$ cat config.mk
export PLATFORM = sky130hd
export DESIGN_NAME = adcc_top
export DESIGN_NICKNAME = d
export VERILOG_FILES = /design/src/hw/adcc_pkg.sv /design/src/hw/adcc_top.sv
export SDC_FILE = /design/constraint.sdc
export NUM_CORES = 1
export LEC_CHECK = 0
export BUFFER_PORTS_ARGS = -buffer_cell sky130_fd_sc_hd__buf_2
export CORE_ASPECT_RATIO = 0.7
export CORE_UTILIZATION = 59
export DETAILED_ROUTE_END_ITERATION = 16
export GPL_TIMING_DRIVEN = 0
export PLACE_DENSITY = 0.83
export SYNTH_ARGS = -nofsm -noshare
export SYNTH_HDL_FRONTEND = slang
export SYNTH_SLANG_ARGS = --single-unit
export TNS_END_PERCENT = 20
$ cat constraint.sdc
create_clock -name sys_clk_in -period 5.4 [get_ports sys_clk_in]
set_input_delay 0.27 -clock sys_clk_in [delete_from_list [all_inputs] [get_ports sys_clk_in]]
set_output_delay 0.27 -clock sys_clk_in [all_outputs]
set_load 0.05 [all_outputs]
$ cat src/hw/adcc_pkg.sv
// Package for the converter control block: register indices, field layout, divider figures.
// Assumes one 32-bit Avalon-MM word per 8-bit register.
package adcc_pkg;
	// ********************************
	// Register map (index; byte address is four times it)
	// ********************************
	localparam int unsigned ADDR_W = 10;
	localparam logic [7:0] IDX_CLKDIV = 8'hF2;
	localparam logic [7:0] IDX_CTRL = 8'hF3;
	localparam logic [7:0] IDX_RES_LO = 8'hF4;
	localparam logic [7:0] IDX_RES_HI = 8'hF5;
	localparam logic [7:0] IDX_PIN_CFG = 8'hF6;
	localparam logic [7:0] IDX_IRQ_STAT = 8'hF7;
	localparam logic [7:0] IDX_IRQ_MASK = 8'hF8;
	localparam logic [7:0] REG_RESET = 8'h00;
	localparam logic [23:0] READ_PAD = 24'h000000;

	// ********************************
	// Field layout
	// ********************************
	localparam int unsigned CTRL_QUIET = 6;
	localparam int unsigned CTRL_ENABLE = 5;
	localparam int unsigned CTRL_DONE = 4;
	localparam int unsigned CTRL_START = 3;
	localparam int unsigned CH_W = 3;
	localparam int unsigned DIV_W = 5;
	localparam int unsigned RES_W = 10;
	localparam int unsigned RES_HI_LSB = 2;
	localparam int unsigned RES_LO_W = 2;
	localparam int unsigned IRQ_DONE = 0;
	localparam int unsigned IRQ_REFUSED = 1;
	localparam int unsigned IRQ_W = 2;

	// ********************************
	// Converter clock and sequence
	// ********************************
	localparam logic [7:0] MULT_NORMAL = 8'h04;
	localparam logic [7:0] MULT_DOUBLE = 8'h02;
	localparam logic [7:0] ZERO_NORMAL = 8'h80;
	localparam logic [7:0] ZERO_DOUBLE = 8'h40;
	localparam logic [3:0] CONV_PERIODS = 4'hB;

	typedef enum logic [1:0] {ADCC_IDLE, ADCC_SAMPLE, ADCC_CONVERT} adcc_phase_e;
endpackage

$ cat src/hw/adcc_top.sv
// Converter control: register slave, clock prescaler, sample and successive-step sequence.
// Assumes an analog core that holds the sampled input and answers one comparator bit
// against the trial code; the core's clock equals sys_clk_in.
`timescale 1ns/100ps
`default_nettype none
module adcc_top (
	input wire logic sys_clk_in,
	input wire logic rst_n_in,
	input wire logic [adcc_pkg::ADDR_W-1:0] avs_address_in,
	input wire logic avs_read_in,
	input wire logic avs_write_in,
	input wire logic [31:0] avs_writedata_in,
	input wire logic [3:0] avs_byteenable_in,
	output logic [31:0] avs_readdata_out,
	output logic avs_waitrequest_out,
	input wire logic double_speed_core_in,
	input wire logic comparator_in,
	output logic conv_power_out,
	output logic [adcc_pkg::CH_W-1:0] conv_channel_out,
	output logic conv_sample_out,
	output logic conv_clk_out,
	output logic [adcc_pkg::RES_W-1:0] conv_trial_code_out,
	output logic cpu_halt_out,
	output logic irq_out
);
	// ********************************
	// State
	// ********************************
	typedef struct packed {
		logic [adcc_pkg::DIV_W-1:0] divider_value;
		logic quiet_conversion;
		logic converter_enable;
		logic conversion_done_flag;
		logic conversion_start_bit;
		logic [adcc_pkg::CH_W-1:0] channel_select;
		logic [7:0] pin_analog_select;
		logic [adcc_pkg::RES_W-1:0] result;
		logic refused_flag;
		logic [adcc_pkg::IRQ_W-1:0] irq_mask;
		adcc_pkg::adcc_phase_e phase;
		logic [3:0] bit_idx;
		logic [adcc_pkg::RES_W-1:0] trial;
		logic [adcc_pkg::CH_W-1:0] conv_chan;
		logic [7:0] div_cnt;
		logic tick;
		logic sample;
		logic cmp_meta;
		logic cmp_sync;
		logic halt;
		logic irq;
		logic waitrequest;
		logic [7:0] rdata;
	} adcc_state_s;

	localparam adcc_state_s RESET_STATE = '{phase: adcc_pkg::ADCC_IDLE, waitrequest: 1'b1, default: '0};

	adcc_state_s state_reg;
	adcc_state_s state_next;
	logic wr_ctrl_start;
	logic done_ev;
	logic refused_ev;

	// ********************************
	// Decoding
	// ********************************
	function automatic logic [7:0] div_len(input logic [adcc_pkg::DIV_W-1:0] prs, input logic dbl);
		logic [7:0] w;
		w = 8'(prs);
		if (prs == '0) begin
			div_len = dbl ? adcc_pkg::ZERO_DOUBLE : adcc_pkg::ZERO_NORMAL;
		end else begin
			div_len = dbl ? 8'(w * adcc_pkg::MULT_DOUBLE) : 8'(w * adcc_pkg::MULT_NORMAL);
		end
	endfunction

	// Reserved bits read as zero
	function automatic logic [7:0] read_byte(input logic [7:0] idx, input adcc_state_s s);
		logic [7:0] b;
		b = adcc_pkg::REG_RESET;
		unique case (idx)
			adcc_pkg::IDX_CLKDIV: b[adcc_pkg::DIV_W-1:0] = s.divider_value;
			adcc_pkg::IDX_CTRL: begin
				b[adcc_pkg::CTRL_QUIET] = s.quiet_conversion;
				b[adcc_pkg::CTRL_ENABLE] = s.converter_enable;
				b[adcc_pkg::CTRL_DONE] = s.conversion_done_flag;
				b[adcc_pkg::CTRL_START] = s.conversion_start_bit;
				b[adcc_pkg::CH_W-1:0] = s.channel_select;
			end
			adcc_pkg::IDX_RES_LO: b[adcc_pkg::RES_LO_W-1:0] = s.result[adcc_pkg::RES_LO_W-1:0];
			adcc_pkg::IDX_RES_HI: b = s.result[adcc_pkg::RES_W-1:adcc_pkg::RES_HI_LSB];
			adcc_pkg::IDX_PIN_CFG: b = s.pin_analog_select;
			adcc_pkg::IDX_IRQ_STAT: begin
				b[adcc_pkg::IRQ_DONE] = s.conversion_done_flag;
				b[adcc_pkg::IRQ_REFUSED] = s.refused_flag;
			end
			adcc_pkg::IDX_IRQ_MASK: b[adcc_pkg::IRQ_W-1:0] = s.irq_mask;
			default: b = adcc_pkg::REG_RESET;
		endcase
		return b;
	endfunction

	// ********************************
	// Next state
	// ********************************
	always_comb begin
		logic req;
		logic wr;
		logic [7:0] idx;
		logic [7:0] wd;
		state_next = state_reg;
		done_ev = 1'b0;
		refused_ev = 1'b0;
		wr_ctrl_start = 1'b0;
		req = avs_read_in | avs_write_in;
		idx = avs_address_in[adcc_pkg::ADDR_W-1:2];
		wd = avs_writedata_in[7:0];
		wr = avs_write_in && !state_reg.waitrequest && avs_address_in[1:0] == 2'b00 && avs_byteenable_in[0];
		state_next.cmp_meta = comparator_in;
		state_next.cmp_sync = state_reg.cmp_meta;
		state_next.tick = 1'b0;
		// One wait cycle per access keeps read data a flip-flop output
		state_next.waitrequest = !(req && state_reg.waitrequest);
		if (req && state_reg.waitrequest) begin
			state_next.rdata = (avs_address_in[1:0] == 2'b00) ? read_byte(idx, state_reg) : adcc_pkg::REG_RESET;
		end
		if (wr) begin
			unique case (idx)
				adcc_pkg::IDX_CLKDIV: state_next.divider_value = wd[adcc_pkg::DIV_W-1:0];
				adcc_pkg::IDX_CTRL: begin
					state_next.quiet_conversion = wd[adcc_pkg::CTRL_QUIET];
					state_next.converter_enable = wd[adcc_pkg::CTRL_ENABLE];
					state_next.channel_select = wd[adcc_pkg::CH_W-1:0];
					if (!wd[adcc_pkg::CTRL_DONE]) begin
						state_next.conversion_done_flag = 1'b0;
					end
					wr_ctrl_start = wd[adcc_pkg::CTRL_START];
				end
				adcc_pkg::IDX_PIN_CFG: state_next.pin_analog_select = wd;
				adcc_pkg::IDX_IRQ_STAT: begin
					if (wd[adcc_pkg::IRQ_DONE]) begin
						state_next.conversion_done_flag = 1'b0;
					end
					if (wd[adcc_pkg::IRQ_REFUSED]) begin
						state_next.refused_flag = 1'b0;
					end
				end
				adcc_pkg::IDX_IRQ_MASK: state_next.irq_mask = wd[adcc_pkg::IRQ_W-1:0];
				default: state_next.rdata = state_reg.rdata;
			endcase
		end
		// Starts only from idle, so a busy converter is never restarted
		if (wr_ctrl_start && state_reg.phase == adcc_pkg::ADCC_IDLE && state_reg.converter_enable) begin
			if (state_reg.pin_analog_select[state_next.channel_select]) begin
				state_next.conversion_start_bit = 1'b1;
				state_next.phase = adcc_pkg::ADCC_SAMPLE;
				state_next.conv_chan = state_next.channel_select;
				state_next.div_cnt = '0;
				state_next.halt = state_next.quiet_conversion;
			end else begin
				refused_ev = 1'b1;
			end
		end else if (state_reg.phase != adcc_pkg::ADCC_IDLE) begin
			if (state_reg.div_cnt == 8'(div_len(state_reg.divider_value, double_speed_core_in) - 8'h01)) begin
				state_next.div_cnt = '0;
				state_next.tick = 1'b1;
				unique case (state_reg.phase)
					adcc_pkg::ADCC_SAMPLE: begin
						state_next.phase = adcc_pkg::ADCC_CONVERT;
						state_next.bit_idx = 4'(adcc_pkg::RES_W - 1);
						state_next.trial = '0;
						state_next.trial[adcc_pkg::RES_W-1] = 1'b1;
					end
					default: begin
						// Comparator low drops the trial bit; saturates at either reference
						if (!state_reg.cmp_sync) begin
							state_next.trial[state_reg.bit_idx] = 1'b0;
						end
						if (state_reg.bit_idx == '0) begin
							state_next.result = state_next.trial;
							state_next.phase = adcc_pkg::ADCC_IDLE;
							state_next.conversion_start_bit = 1'b0;
							done_ev = 1'b1;
						end else begin
							state_next.bit_idx = state_reg.bit_idx - 4'h1;
							state_next.trial[state_reg.bit_idx - 4'h1] = 1'b1;
						end
					end
				endcase
			end else begin
				state_next.div_cnt = state_reg.div_cnt + 8'h01;
			end
		end
		// Standby aborts a running conversion
		if (!state_next.converter_enable) begin
			state_next.phase = adcc_pkg::ADCC_IDLE;
			state_next.conversion_start_bit = 1'b0;
			state_next.halt = 1'b0;
		end
		// Set wins over a same-cycle clear
		if (done_ev) begin
			state_next.conversion_done_flag = 1'b1;
			if (state_reg.irq_mask[adcc_pkg::IRQ_DONE]) begin
				state_next.halt = 1'b0;
			end
		end
		if (refused_ev) begin
			state_next.refused_flag = 1'b1;
		end
		state_next.sample = state_next.phase == adcc_pkg::ADCC_SAMPLE;
		state_next.irq = |({state_next.refused_flag, state_next.conversion_done_flag} & state_next.irq_mask);
	end

	always_ff @(posedge sys_clk_in or negedge rst_n_in) begin
		if (!rst_n_in) begin
			state_reg <= RESET_STATE;
		end else begin
			state_reg <= state_next;
		end
	end

	assign avs_readdata_out = {adcc_pkg::READ_PAD, state_reg.rdata};
	assign avs_waitrequest_out = state_reg.waitrequest;
	assign conv_power_out = state_reg.converter_enable;
	assign conv_channel_out = state_reg.conv_chan;
	assign conv_sample_out = state_reg.sample;
	assign conv_clk_out = state_reg.tick;
	assign conv_trial_code_out = state_reg.trial;
	assign cpu_halt_out = state_reg.halt;
	assign irq_out = state_reg.irq;

	// ********************************
	// Checks
	// ********************************
	logic [7:0] gap_cnt;
	logic [3:0] per_cnt;
	always_ff @(posedge sys_clk_in or negedge rst_n_in) begin
		if (!rst_n_in) begin
			gap_cnt <= '0;
			per_cnt <= '0;
		end else begin
			gap_cnt <= state_reg.tick ? 8'h00 : gap_cnt + 8'h01;
			per_cnt <= (state_reg.phase == adcc_pkg::ADCC_IDLE) ? 4'h0 : per_cnt + 4'(state_reg.tick);
		end
	end
endmodule
`default_nettype wire

# Word-level counts from Yosys, hierarchy flattened
# Cells that the tools add are included.
[classes]
n_addsub = 3
order_cmp = 5
n_mul = 0
shift = 0
reduce_logical = 26
bitwise = 7
div = 0
n_eq_ne = 18
mux = 73
[ops]
columns = ["op", "count"]
rows = [
  ["8-bit two-way mux", 12],
  ["8-bit equality test (second input constant)", 7],
  ["10-bit two-way mux", 5],
  ["16-bit two-way mux", 3],
  ["1-bit two-way mux", 32],
  ["14-bit two-way mux", 1],
  ["2-bit case mux with 7 select lines", 1],
  ["2-bit two-way mux", 6],
  ["3-bit case mux with 4 select lines", 1],
  ["11-bit two-way mux", 1],
  ["10-bit bitwise AND", 1],
  ["4-bit by 5-bit < comparator with 1-bit output (second input constant)", 2],
  ["10-bit NOT", 1],
  ["10-bit OR", 1],
  ["5-bit AND reduction", 2],
  ["3-bit two-way mux", 3],
  ["9-bit two-way mux", 1],
  ["3-bit by 1-bit != test with 1-bit output (second input constant)", 3],
  ["8-bit by 1-bit adder with 8-bit output (second input constant)", 1],
  ["1-bit demux with 4-bit select", 2],
  ["8-bit equality test", 1],
  ["4-bit by 1-bit >= comparator with 1-bit output (second input constant)", 2],
  ["1-bit logical AND", 8],
  ["2-bit AND reduction", 4],
  ["other kinds (24)", 31],
]
[word_totals]
reg_bits = 75
mem_count = 0
output_inout_bits = 51
in_bits = 52
mem_bits_ro = 0
latchBits = 0
ramBits = 0

# Longest topological paths before layout
# Gate-level depths: netlist of run 1.
[logic_depth]
word_depth = 21
depth_mapped = 12

# Least setup slack after synthesis of run 1
# OpenSTA, ideal clock, no wires.
[synth_path]
path_type = "flip-flop to flip-flop"
startpoint = "register state_reg[71] in the netlist's numbering"
endpoint = "register state_reg, in the netlist conv_trial_code_out[0]"
path_slack_ns = 2.508
arrival_time_ns = 2.826
synth_period_minus_slack_ns = 2.892
stages_incl_launch_ff = 12
setup_time_ns = 0.066
cell_sequence = "dfrtp_1 -> buf_2 -> mux2i_1 -> ha_1 -> or3_1 -> a221oi_1 -> xnor2_1 -> o2111ai_1 -> or3_1 -> clkbuf_2 -> nor4b_2 -> a221o_1"
[synth_between]
elab_chain_len = 7
word_cells_on_any_way = 8
classes_between = "1 x add/sub; 1 x eq/ne; 4 x mux; 2 x reduce/logical"
[synth_lines]
columns = ["item", "line", "rtl"]
rows = [
  ["start: declaration", "adcc_top.sv:57", "adcc_state_s state_reg;"],
  ["start signal: assignment", "adcc_top.sv:217", "state_reg <= state_next;"],
  ["5-bit zero test or 7-bit two-way mux (tied branches)", "adcc_top.sv:69, adcc_top.sv:72", ""],
  ["8-bit two-way mux (*)", "adcc_top.sv:69", "if (prs == '0) begin"],
  ["8-bit two-way mux (*)", "adcc_top.sv:162", "end else if (state_reg.phase != adcc_pkg::ADCC_IDLE) begin"],
  ["8-bit two-way mux (*)", "adcc_top.sv:152", "if (wr_ctrl_start && state_reg.phase == adcc_pkg::ADCC_IDLE && state_reg.converter_enable) begin"],
  ["8-bit by 1-bit subtractor with 8-bit output (*)", "adcc_top.sv:163", "if (state_reg.div_cnt == 8'(div_len(state_reg.divider_value, double_speed_core_in) - 8'h01)) begin"],
  ["8-bit equality test (*)", "adcc_top.sv:163", ""],
  ["3-bit AND reduction (no line) (*)", "n/a", ""],
]
# Every way passes the cells marked *; elsewhere a longest branch is shown, timed or not. The select of a mux whose other input is x is not followed.
# A chain may end at the register's enable or synchronous reset.

# Worst setup path after layout of run 1
[layout_path]
startpoint = "register state_reg[71] in the netlist's numbering"
endpoint = "register state_reg, in the netlist conv_trial_code_out[4]"
# Same word-level chain as after synthesis.

==> out/results.txt, run 1 <==
RSZ-0062 raised after global routing: no
Starting Density: 61.3%
Post-Layout Cell Count: 638
DP HPWL: 8220 um
Largest net degree at the start of global routing: 51
TritonCTS clock tree: done
Post-Route Skew: 16.5 ps
Drt via density: 5.85
FF-to-FF End: conv_trial_code_out[4]
Die width: 106 um
Most common cell after layout, fill and taps aside: dfrtp_1
Total Wirelength: 11100 um
Most frequent cells in the layout: 74 x dfrtp_1, 56 x buf_2, 47 x buf_4
Pwr per Cell Area: 215 nW/um2
Final period utilization: 64.7%
Max Slew Vio Count: 0
Reg2reg path depth: 11
WL per Instance: 17.4 um
Antenna violations before repair: 0
Area growth syn-to-layout: 15.5%
Max FFs per register: 47
Mapped Area: 4490 um2
Ys flop type: dfrtp_1
Ratio of cells with drive above 1 in the final layout: 31.3%
Placeable Area: 7320 um2
Register area share after synthesis: 41.8%
Register bit count reported by yosys: 75
Max Freq: 0.286 GHz
Worst Setup Slack, final: 1910 ps
Post-synth EDFFs: 0
I/O Pins: 103
Vias in the first global route: 3353
Clock Tree Root: clkbuf_8
Req. time, crit path: 5700 ps
Period minus WS final: 3490 ps
Clk Latency, worst-skew pair: 370 ps
Worst EP arrival: 3790 ps
CTS resizes: 0
Num rows: 26
Mapped Cells: 449
Final setup violation count: 0
Clk pin slew, worst setup/hold paths: 80 ps
Maxcap violations: 0
Crit start category: flop
Worst hold endpoint: state_reg[62]
H-tree Lvls: 3
Outcome: finished, final reports clean
Grt ovf: 0
DR iter-0 viols: 357
Asr flop ratio synth: 100%
Fill cells: 589
Final Hold Fails: 0
Hold path depth: 2
Synthesis warning total: 0
Gpl congestion: 1.00
Num CTS Buffers: 9
Worst slack, placed: 1960 ps
R2r setup slk: 1910 ps
Reg-to-Reg Start: state_reg[71]
Worst hold path class: in2reg
Critical path class: reg2reg
Vias: 3733
Final core utilization: 70.9%
Pre-antenna DRT Iters: 5
Final #Nets: 589
Total GRT Usage: 29.4%
Crit path capture type: flop
Max clock buf depth: 2
Yosys cell types: 65
Total power: 1.11 mW
Max_slew headroom: 15.6%
Max FO, Critical Path: 10
Max VDD drop: 0.190 mV
Setup TNS: 0 ps
Die height: 75.0 um
Residual DRC: 0
Mean area per synthesized cell: 10.0 um2
Worst slew pin tran: 1250 ps
First-pass GRT wire length: 17400 um
Die ar.: 7970 um2
Antenna Violating Nets Remaining: 0
Hold path startpoint: avs_writedata_in[7]
Port bufs: 49
N_diodes: 0
Clock Sinks: 75
Leak Pwr: 2.55 nW
Placed cell count: 620
[critical path, stage by stage (launching register included)]
cell       delay (ps)
dfrtp_1           380
buf_2             230
mux2i_1           110
ha_1              280
or3_1             330
a221oi_1          340
xnor2_1           160
o2111ai_1         300
or3_1             460
clkbuf_2          190
nor4b_2           440
a221o_1           220
[report_power, final]
group / switching, mW / internal (mW)
clock network: 0.218 / 0.216
logic: 0.0809 / 0.0317
registers: 0.00246 / 0.564
total: 0.302 / 0.812
[cell type report]
class,instances,area [um2],area share [%]
clock buffers,11,131,2.53
well taps,98,123,2.36
clock inverters,5,61.3,1.18
plain buffers,69,458,8.83
inverters,13,48.8,0.941
flip-flops and latches,75,1880,36.2
repair buffers,52,295,5.69
multi-input cells,315,2190,42.2
[metal layers]
layer / up-vias / wire length (um) / global-route usage (%)
li1: 1743 / - / -
met1: 1826 / 5090 / 42.6
met2: 154 / 4970 / 42.9
met3: 10 / 987 / 8.66
met4: 0 / 63 / 8.64
met5: - / 0 / 0
[metrics by stage]
step                      area (um2)  hold slack (ps)
final                           5190              139
after global placement          4940              331
after floorplan                 4580            -25.6
after CTS                       5190              127
after global routing            5190              137
after detailed placement        4970              213
[repair_timing]
action	in CTS	in global routing
buffers inserted	0	0
endpoints found under the hold margin	25	0
hold buffers	2	0
[synthesized netlist by cell type (3+ instances only)]
| cell | count | area (um2) |
|---|---|---|
| dfrtp_1 | 74 | 1850 |
| buf_4 | 46 | 345 |
| nand2_1 | 39 | 146 |
| mux2_2 | 28 | 315 |
| nor2_1 | 23 | 86.3 |
| o21ai_0 | 20 | 100 |
| a21oi_1 | 19 | 95.1 |
| a22o_1 | 15 | 131 |
| inv_1 | 13 | 48.8 |
| nand3_1 | 13 | 65.1 |
| clkbuf_1 | 12 | 45.0 |
| nor3_1 | 11 | 55.1 |
| buf_2 | 8 | 40.0 |
| mux2i_1 | 8 | 80.1 |
| a221o_1 | 7 | 70.1 |
| nor4_1 | 7 | 43.8 |
| a21boi_0 | 6 | 45.0 |
| nor2b_1 | 6 | 37.5 |
| xnor2_1 | 6 | 52.6 |
| and3_1 | 5 | 31.3 |
| xor2_1 | 5 | 43.8 |
| mux4_2 | 4 | 90.1 |
| or3_1 | 4 | 25.0 |
| or4_1 | 4 | 30.0 |
| a221oi_1 | 3 | 26.3 |
| a31oi_1 | 3 | 18.8 |
| and2_1 | 3 | 18.8 |
| nand2b_1 | 3 | 18.8 |
| nor4b_1 | 3 | 26.3 |
| o22ai_1 | 3 | 18.8 |
| o31ai_1 | 3 | 22.5 |
[worst max-delay path by stage]
stage                         start                endpoint  slack (ps)  cells after the start
2_1_floorplan         state_reg[71]  conv_trial_code_out[0]        2510                     11
3_3_place_gp   double_speed_core_in  conv_trial_code_out[8]        2070                     12
3_5_place_dp          state_reg[71]  conv_trial_code_out[4]        1960                     11
4_1_cts               state_reg[71]  conv_trial_code_out[4]        1930                     11
5_1_grt               state_reg[71]  conv_trial_code_out[0]        1730                     11
6_report              state_reg[71]  conv_trial_code_out[4]        1910                     11
[logic make-up (layout without fill, tap and decap cells)]
group                      after synthesis  after routing  share of synthesized area [%]
AOI/OAI and AO/OA                      101            101                           16.0
xor gates and xnor gates                11             11                           2.15
adders and majority gates                2              2                          0.557
buffers and inverters                   82            150                           11.3
DFF                                     75             75                           41.8
muxes                                   41             41                           11.1
other                                    1             24                         0.0835
and+or+nand+nor                        136            136                           16.9
Note: power is estimated with default switching activity, not from simulation.
==> run 2, diff against run 1 <==
ABC_AREA = 1   (was not set)
CORE_UTILIZATION = 49   (was 59)
PLACE_DENSITY = 0.73   (was 0.83)
clock period = 2.9 ns   (was 5.4 ns; I/O delays follow)
==> out/results.txt, run 2 <==
Die width: 117 um (was 106 um)
Worst Setup Slack, final: 329 ps (was 1910 ps)
Total Wirelength: 11600 um (was 11100 um)
Die height: 82.5 um (was 75.0 um)
Worst slew pin tran: 704 ps (was 1250 ps)
Setup TNS: 0 ps (unchanged)
N_diodes: 0 (unchanged)
Clock Tree Root: clkbuf_16 (was clkbuf_8)
Final Hold Fails: 0 (unchanged)
Register bit count reported by yosys: 75 (unchanged)
Ratio of cells with drive above 1 in the final layout: 22.1% (was 31.3%)
Residual DRC: 0 (unchanged)
Clock Sinks: 75 (unchanged)
I/O Pins: 103 (unchanged)
Final setup violation count: 0 (unchanged)
Post-Route Skew: 10.2 ps (was 16.5 ps)
Worst slack, placed: 377 ps (was 1960 ps)
Switch share: 31.0% (was 27.1%)
Cell with the most instances after synthesis: nand2_1 (was dfrtp_1)
Antenna violations before repair: 0 (unchanged)
Worst hold path class: in2reg (unchanged)
Top sig layer: met4 (unchanged)
Max Freq: 0.389 GHz (was 0.286 GHz)
Routed metal-1 wirelength: 5610 um (was 5090 um)
Grt ovf: 0 (unchanged)
Final #Nets: 755 (was 589)
Mapped Area: 4540 um2 (was 4490 um2)
Placeable Area: 8720 um2 (was 7320 um2)
Final period utilization: 88.7% (was 64.7%)
Comb power frac: 18.6% (was 10.1%)
DP HPWL: 8720 um (was 8220 um)
Max clock buf depth: 2 (unchanged)
Pwr per Cell Area: 537 nW/um2 (was 215 nW/um2)
Num rows: 28 (was 26)
Register area share after synthesis: 41.4% (was 41.8%)
Gpl congestion: 0.909 (was 1.00)
Max_slew headroom: 52.6% (was 15.6%)
Most common cell after layout, fill and taps aside: nand2_1 (was dfrtp_1)
Synthesis warning total: 0 (unchanged)
Starting Density: 52.0% (was 61.3%)
Share of the synthesized area in the top cell type: 40.8% (was 41.2%)
Net Sw Power: 0.898 mW (was 0.302 mW)
Die ar.: 9660 um2 (was 7970 um2)
Crit start category: flop (unchanged)
Vias: 4240 (was 3733)
Post-CTS setup buffer count: 0 (unchanged)
Max FO, Critical Path: 10 (unchanged)
Area growth syn-to-layout: 18.9% (was 15.5%)
Crit path capture type: flop (unchanged)
Largest net degree at the start of global routing: 73 (was 51)
Asr flop ratio synth: 100% (unchanged)
Pre-antenna DRT Iters: 6 (was 5)
Antenna Violating Nets Remaining: 0 (unchanged)
Yosys top cell by area: dfrtp_1 (unchanged)
Top cells by count, synth: 140 x nand2_1, 80 x inv_1, 74 x dfrtp_1 (was 74 x dfrtp_1, 46 x buf_4, 39 x nand2_1)
Max VDD drop: 0.331 mV (was 0.190 mV)
WL met2: 4940 um (was 4970 um)
Drt via density: 5.13 (was 5.85)
Worst EP arrival: 2780 ps (was 3790 ps)
Vias in the first global route: 3853 (was 3353)
Clk Latency, worst-skew pair: 340 ps (was 370 ps)
Period minus WS final: 2570 ps (was 3490 ps)
Fill cells: 799 (was 589)
Total GRT Usage: 26.0% (was 29.4%)
Reg power frac: 41.6% (was 50.9%)
Cell internal pwr: 2.00 mW (was 0.812 mW)
CTS resizes: 0 (unchanged)
Mean area per synthesized cell: 7.40 um2 (was 10.0 um2)
Most frequent cells in the layout: 140 x nand2_1, 80 x inv_1, 74 x dfrtp_1 (was 74 x dfrtp_1, 56 x buf_2, 47 x buf_4)
Clk pin slew, worst setup/hold paths: 60 ps (was 80 ps)
WL per Instance: 14.0 um (was 17.4 um)
Max FFs per register: 47 (unchanged)
Clock power frac: 39.8% (was 39.0%)
Leak Pwr: 2.90 nW (was 2.55 nW)
Total power: 2.90 mW (was 1.11 mW)
First-pass GRT wire length: 18700 um (was 17400 um)
Port bufs: 51 (was 49)
Critical path class: reg2reg (unchanged)
Synth top area cells: dfrtp_1 41%, nand2_1 12%, buf_4 7.6% (was dfrtp_1 41%, buf_4 7.7%, mux2_2 7.0%)
DR iter-0 viols: 303 (was 357)
RSZ-0062 raised after global routing: no (unchanged)
Yosys cell types: 37 (was 65)
Mapped Cells: 613 (was 449)
H-tree Lvls: 3 (unchanged)
Met3 WL: 905 um (was 987 um)
Req. time, crit path: 3100 ps (was 5700 ps)
Num CTS Buffers: 9 (unchanged)
Maxcap violations: 0 (unchanged)
Ys flop type: dfrtp_1 (unchanged)
TritonCTS clock tree: done (unchanged)
Final core utilization: 61.8% (was 70.9%)
Outcome: finished, final reports clean (unchanged)
Max Slew Vio Count: 0 (unchanged)
Post-synth EDFFs: 0 (unchanged)
run 2: per-stage QoR:
stage                     area, um2  std cells  hold WS [ps]
final                          5390        826          41.6
after global routing           5390        826          51.7
after CTS                      5390        826          35.2
after detailed placement       5060        808         -43.5
after global placement         5030        807           255
after floorplan                4620        636          -151
run 2: cells by family after synthesis:
family	after synthesis	share of synthesized area, %
other cells	1	0.0826
simple gates	287	29.0
buf+inv	142	16.1
flops	75	41.4
xor+xnor	1	0.193
compound gates	105	12.7
fa+ha+maj	2	0.551
run 2: final cells by class:
type                    count  area (um2)  share of cell area (%)
repair buffers             54         305                    5.66
inverters                  87         327                    6.05
plain buffers              55         404                    7.49
well taps                 120         150                    2.78
flip-flops and latches     75        1880                    34.8
multi-input cells         419        2020                    37.4
clock buffers              11         253                    4.69
clock inverters             5        61.3                    1.14
run 2: power by group through the flow:
stage / logic (mW) / registers (mW) / clock network, mW
5_1_grt: 0.603 / 1.22 / 1.21
3_5_place_dp: 0.527 / 1.22 / 0
2_1_floorplan: 0.389 / 1.21 / 0
3_3_place_gp: 0.513 / 1.22 / 0
4_1_cts: 0.533 / 1.20 / 1.16
6_report: 0.539 / 1.21 / 1.15
run 2: layer usage:
metal,vias up,track usage [%]
li1,2089,-
met1,1970,37.1
met2,167,39.6
met3,14,6.28
met4,0,6.84
met5,-,0
run 2: path summary, 6_finish.rpt:
path                            cells past startpoint                      to  slack (ps)              start
min in group asynchronous                           2     avs_readdata_out[0]         160           rst_n_in
worst max register to register                     15  conv_trial_code_out[8]         330      state_reg[70]
max in group asynchronous                           3  conv_trial_code_out[9]        2200           rst_n_in
worst max-delay path                               15  conv_trial_code_out[8]         330      state_reg[70]
worst min register to register                      0           state_reg[11]         350     state_next[11]
worst min-delay path                                2     avs_readdata_out[5]          40  avs_address_in[0]
run 2: repair_timing:
action	4_1_cts	5_1_grt
setup endpoints to repair	0	0
endpoints found under the hold margin	76	0
hold buffers	2	0
run 2: worst max-delay path, cell delays in order (launching register included):
cell     delay, ps
dfrtp_1        430
inv_1          160
nor2_1          60
a21oi_1        130
ha_1           280
nand2_1         80
nand2_1         50
nor3_1         220
nand2_1         80
nor2_1         140
nand2_1        110
nor2_4         240
nand2_2        150
buf_6          170
nand2_1         50
o21ai_0         90
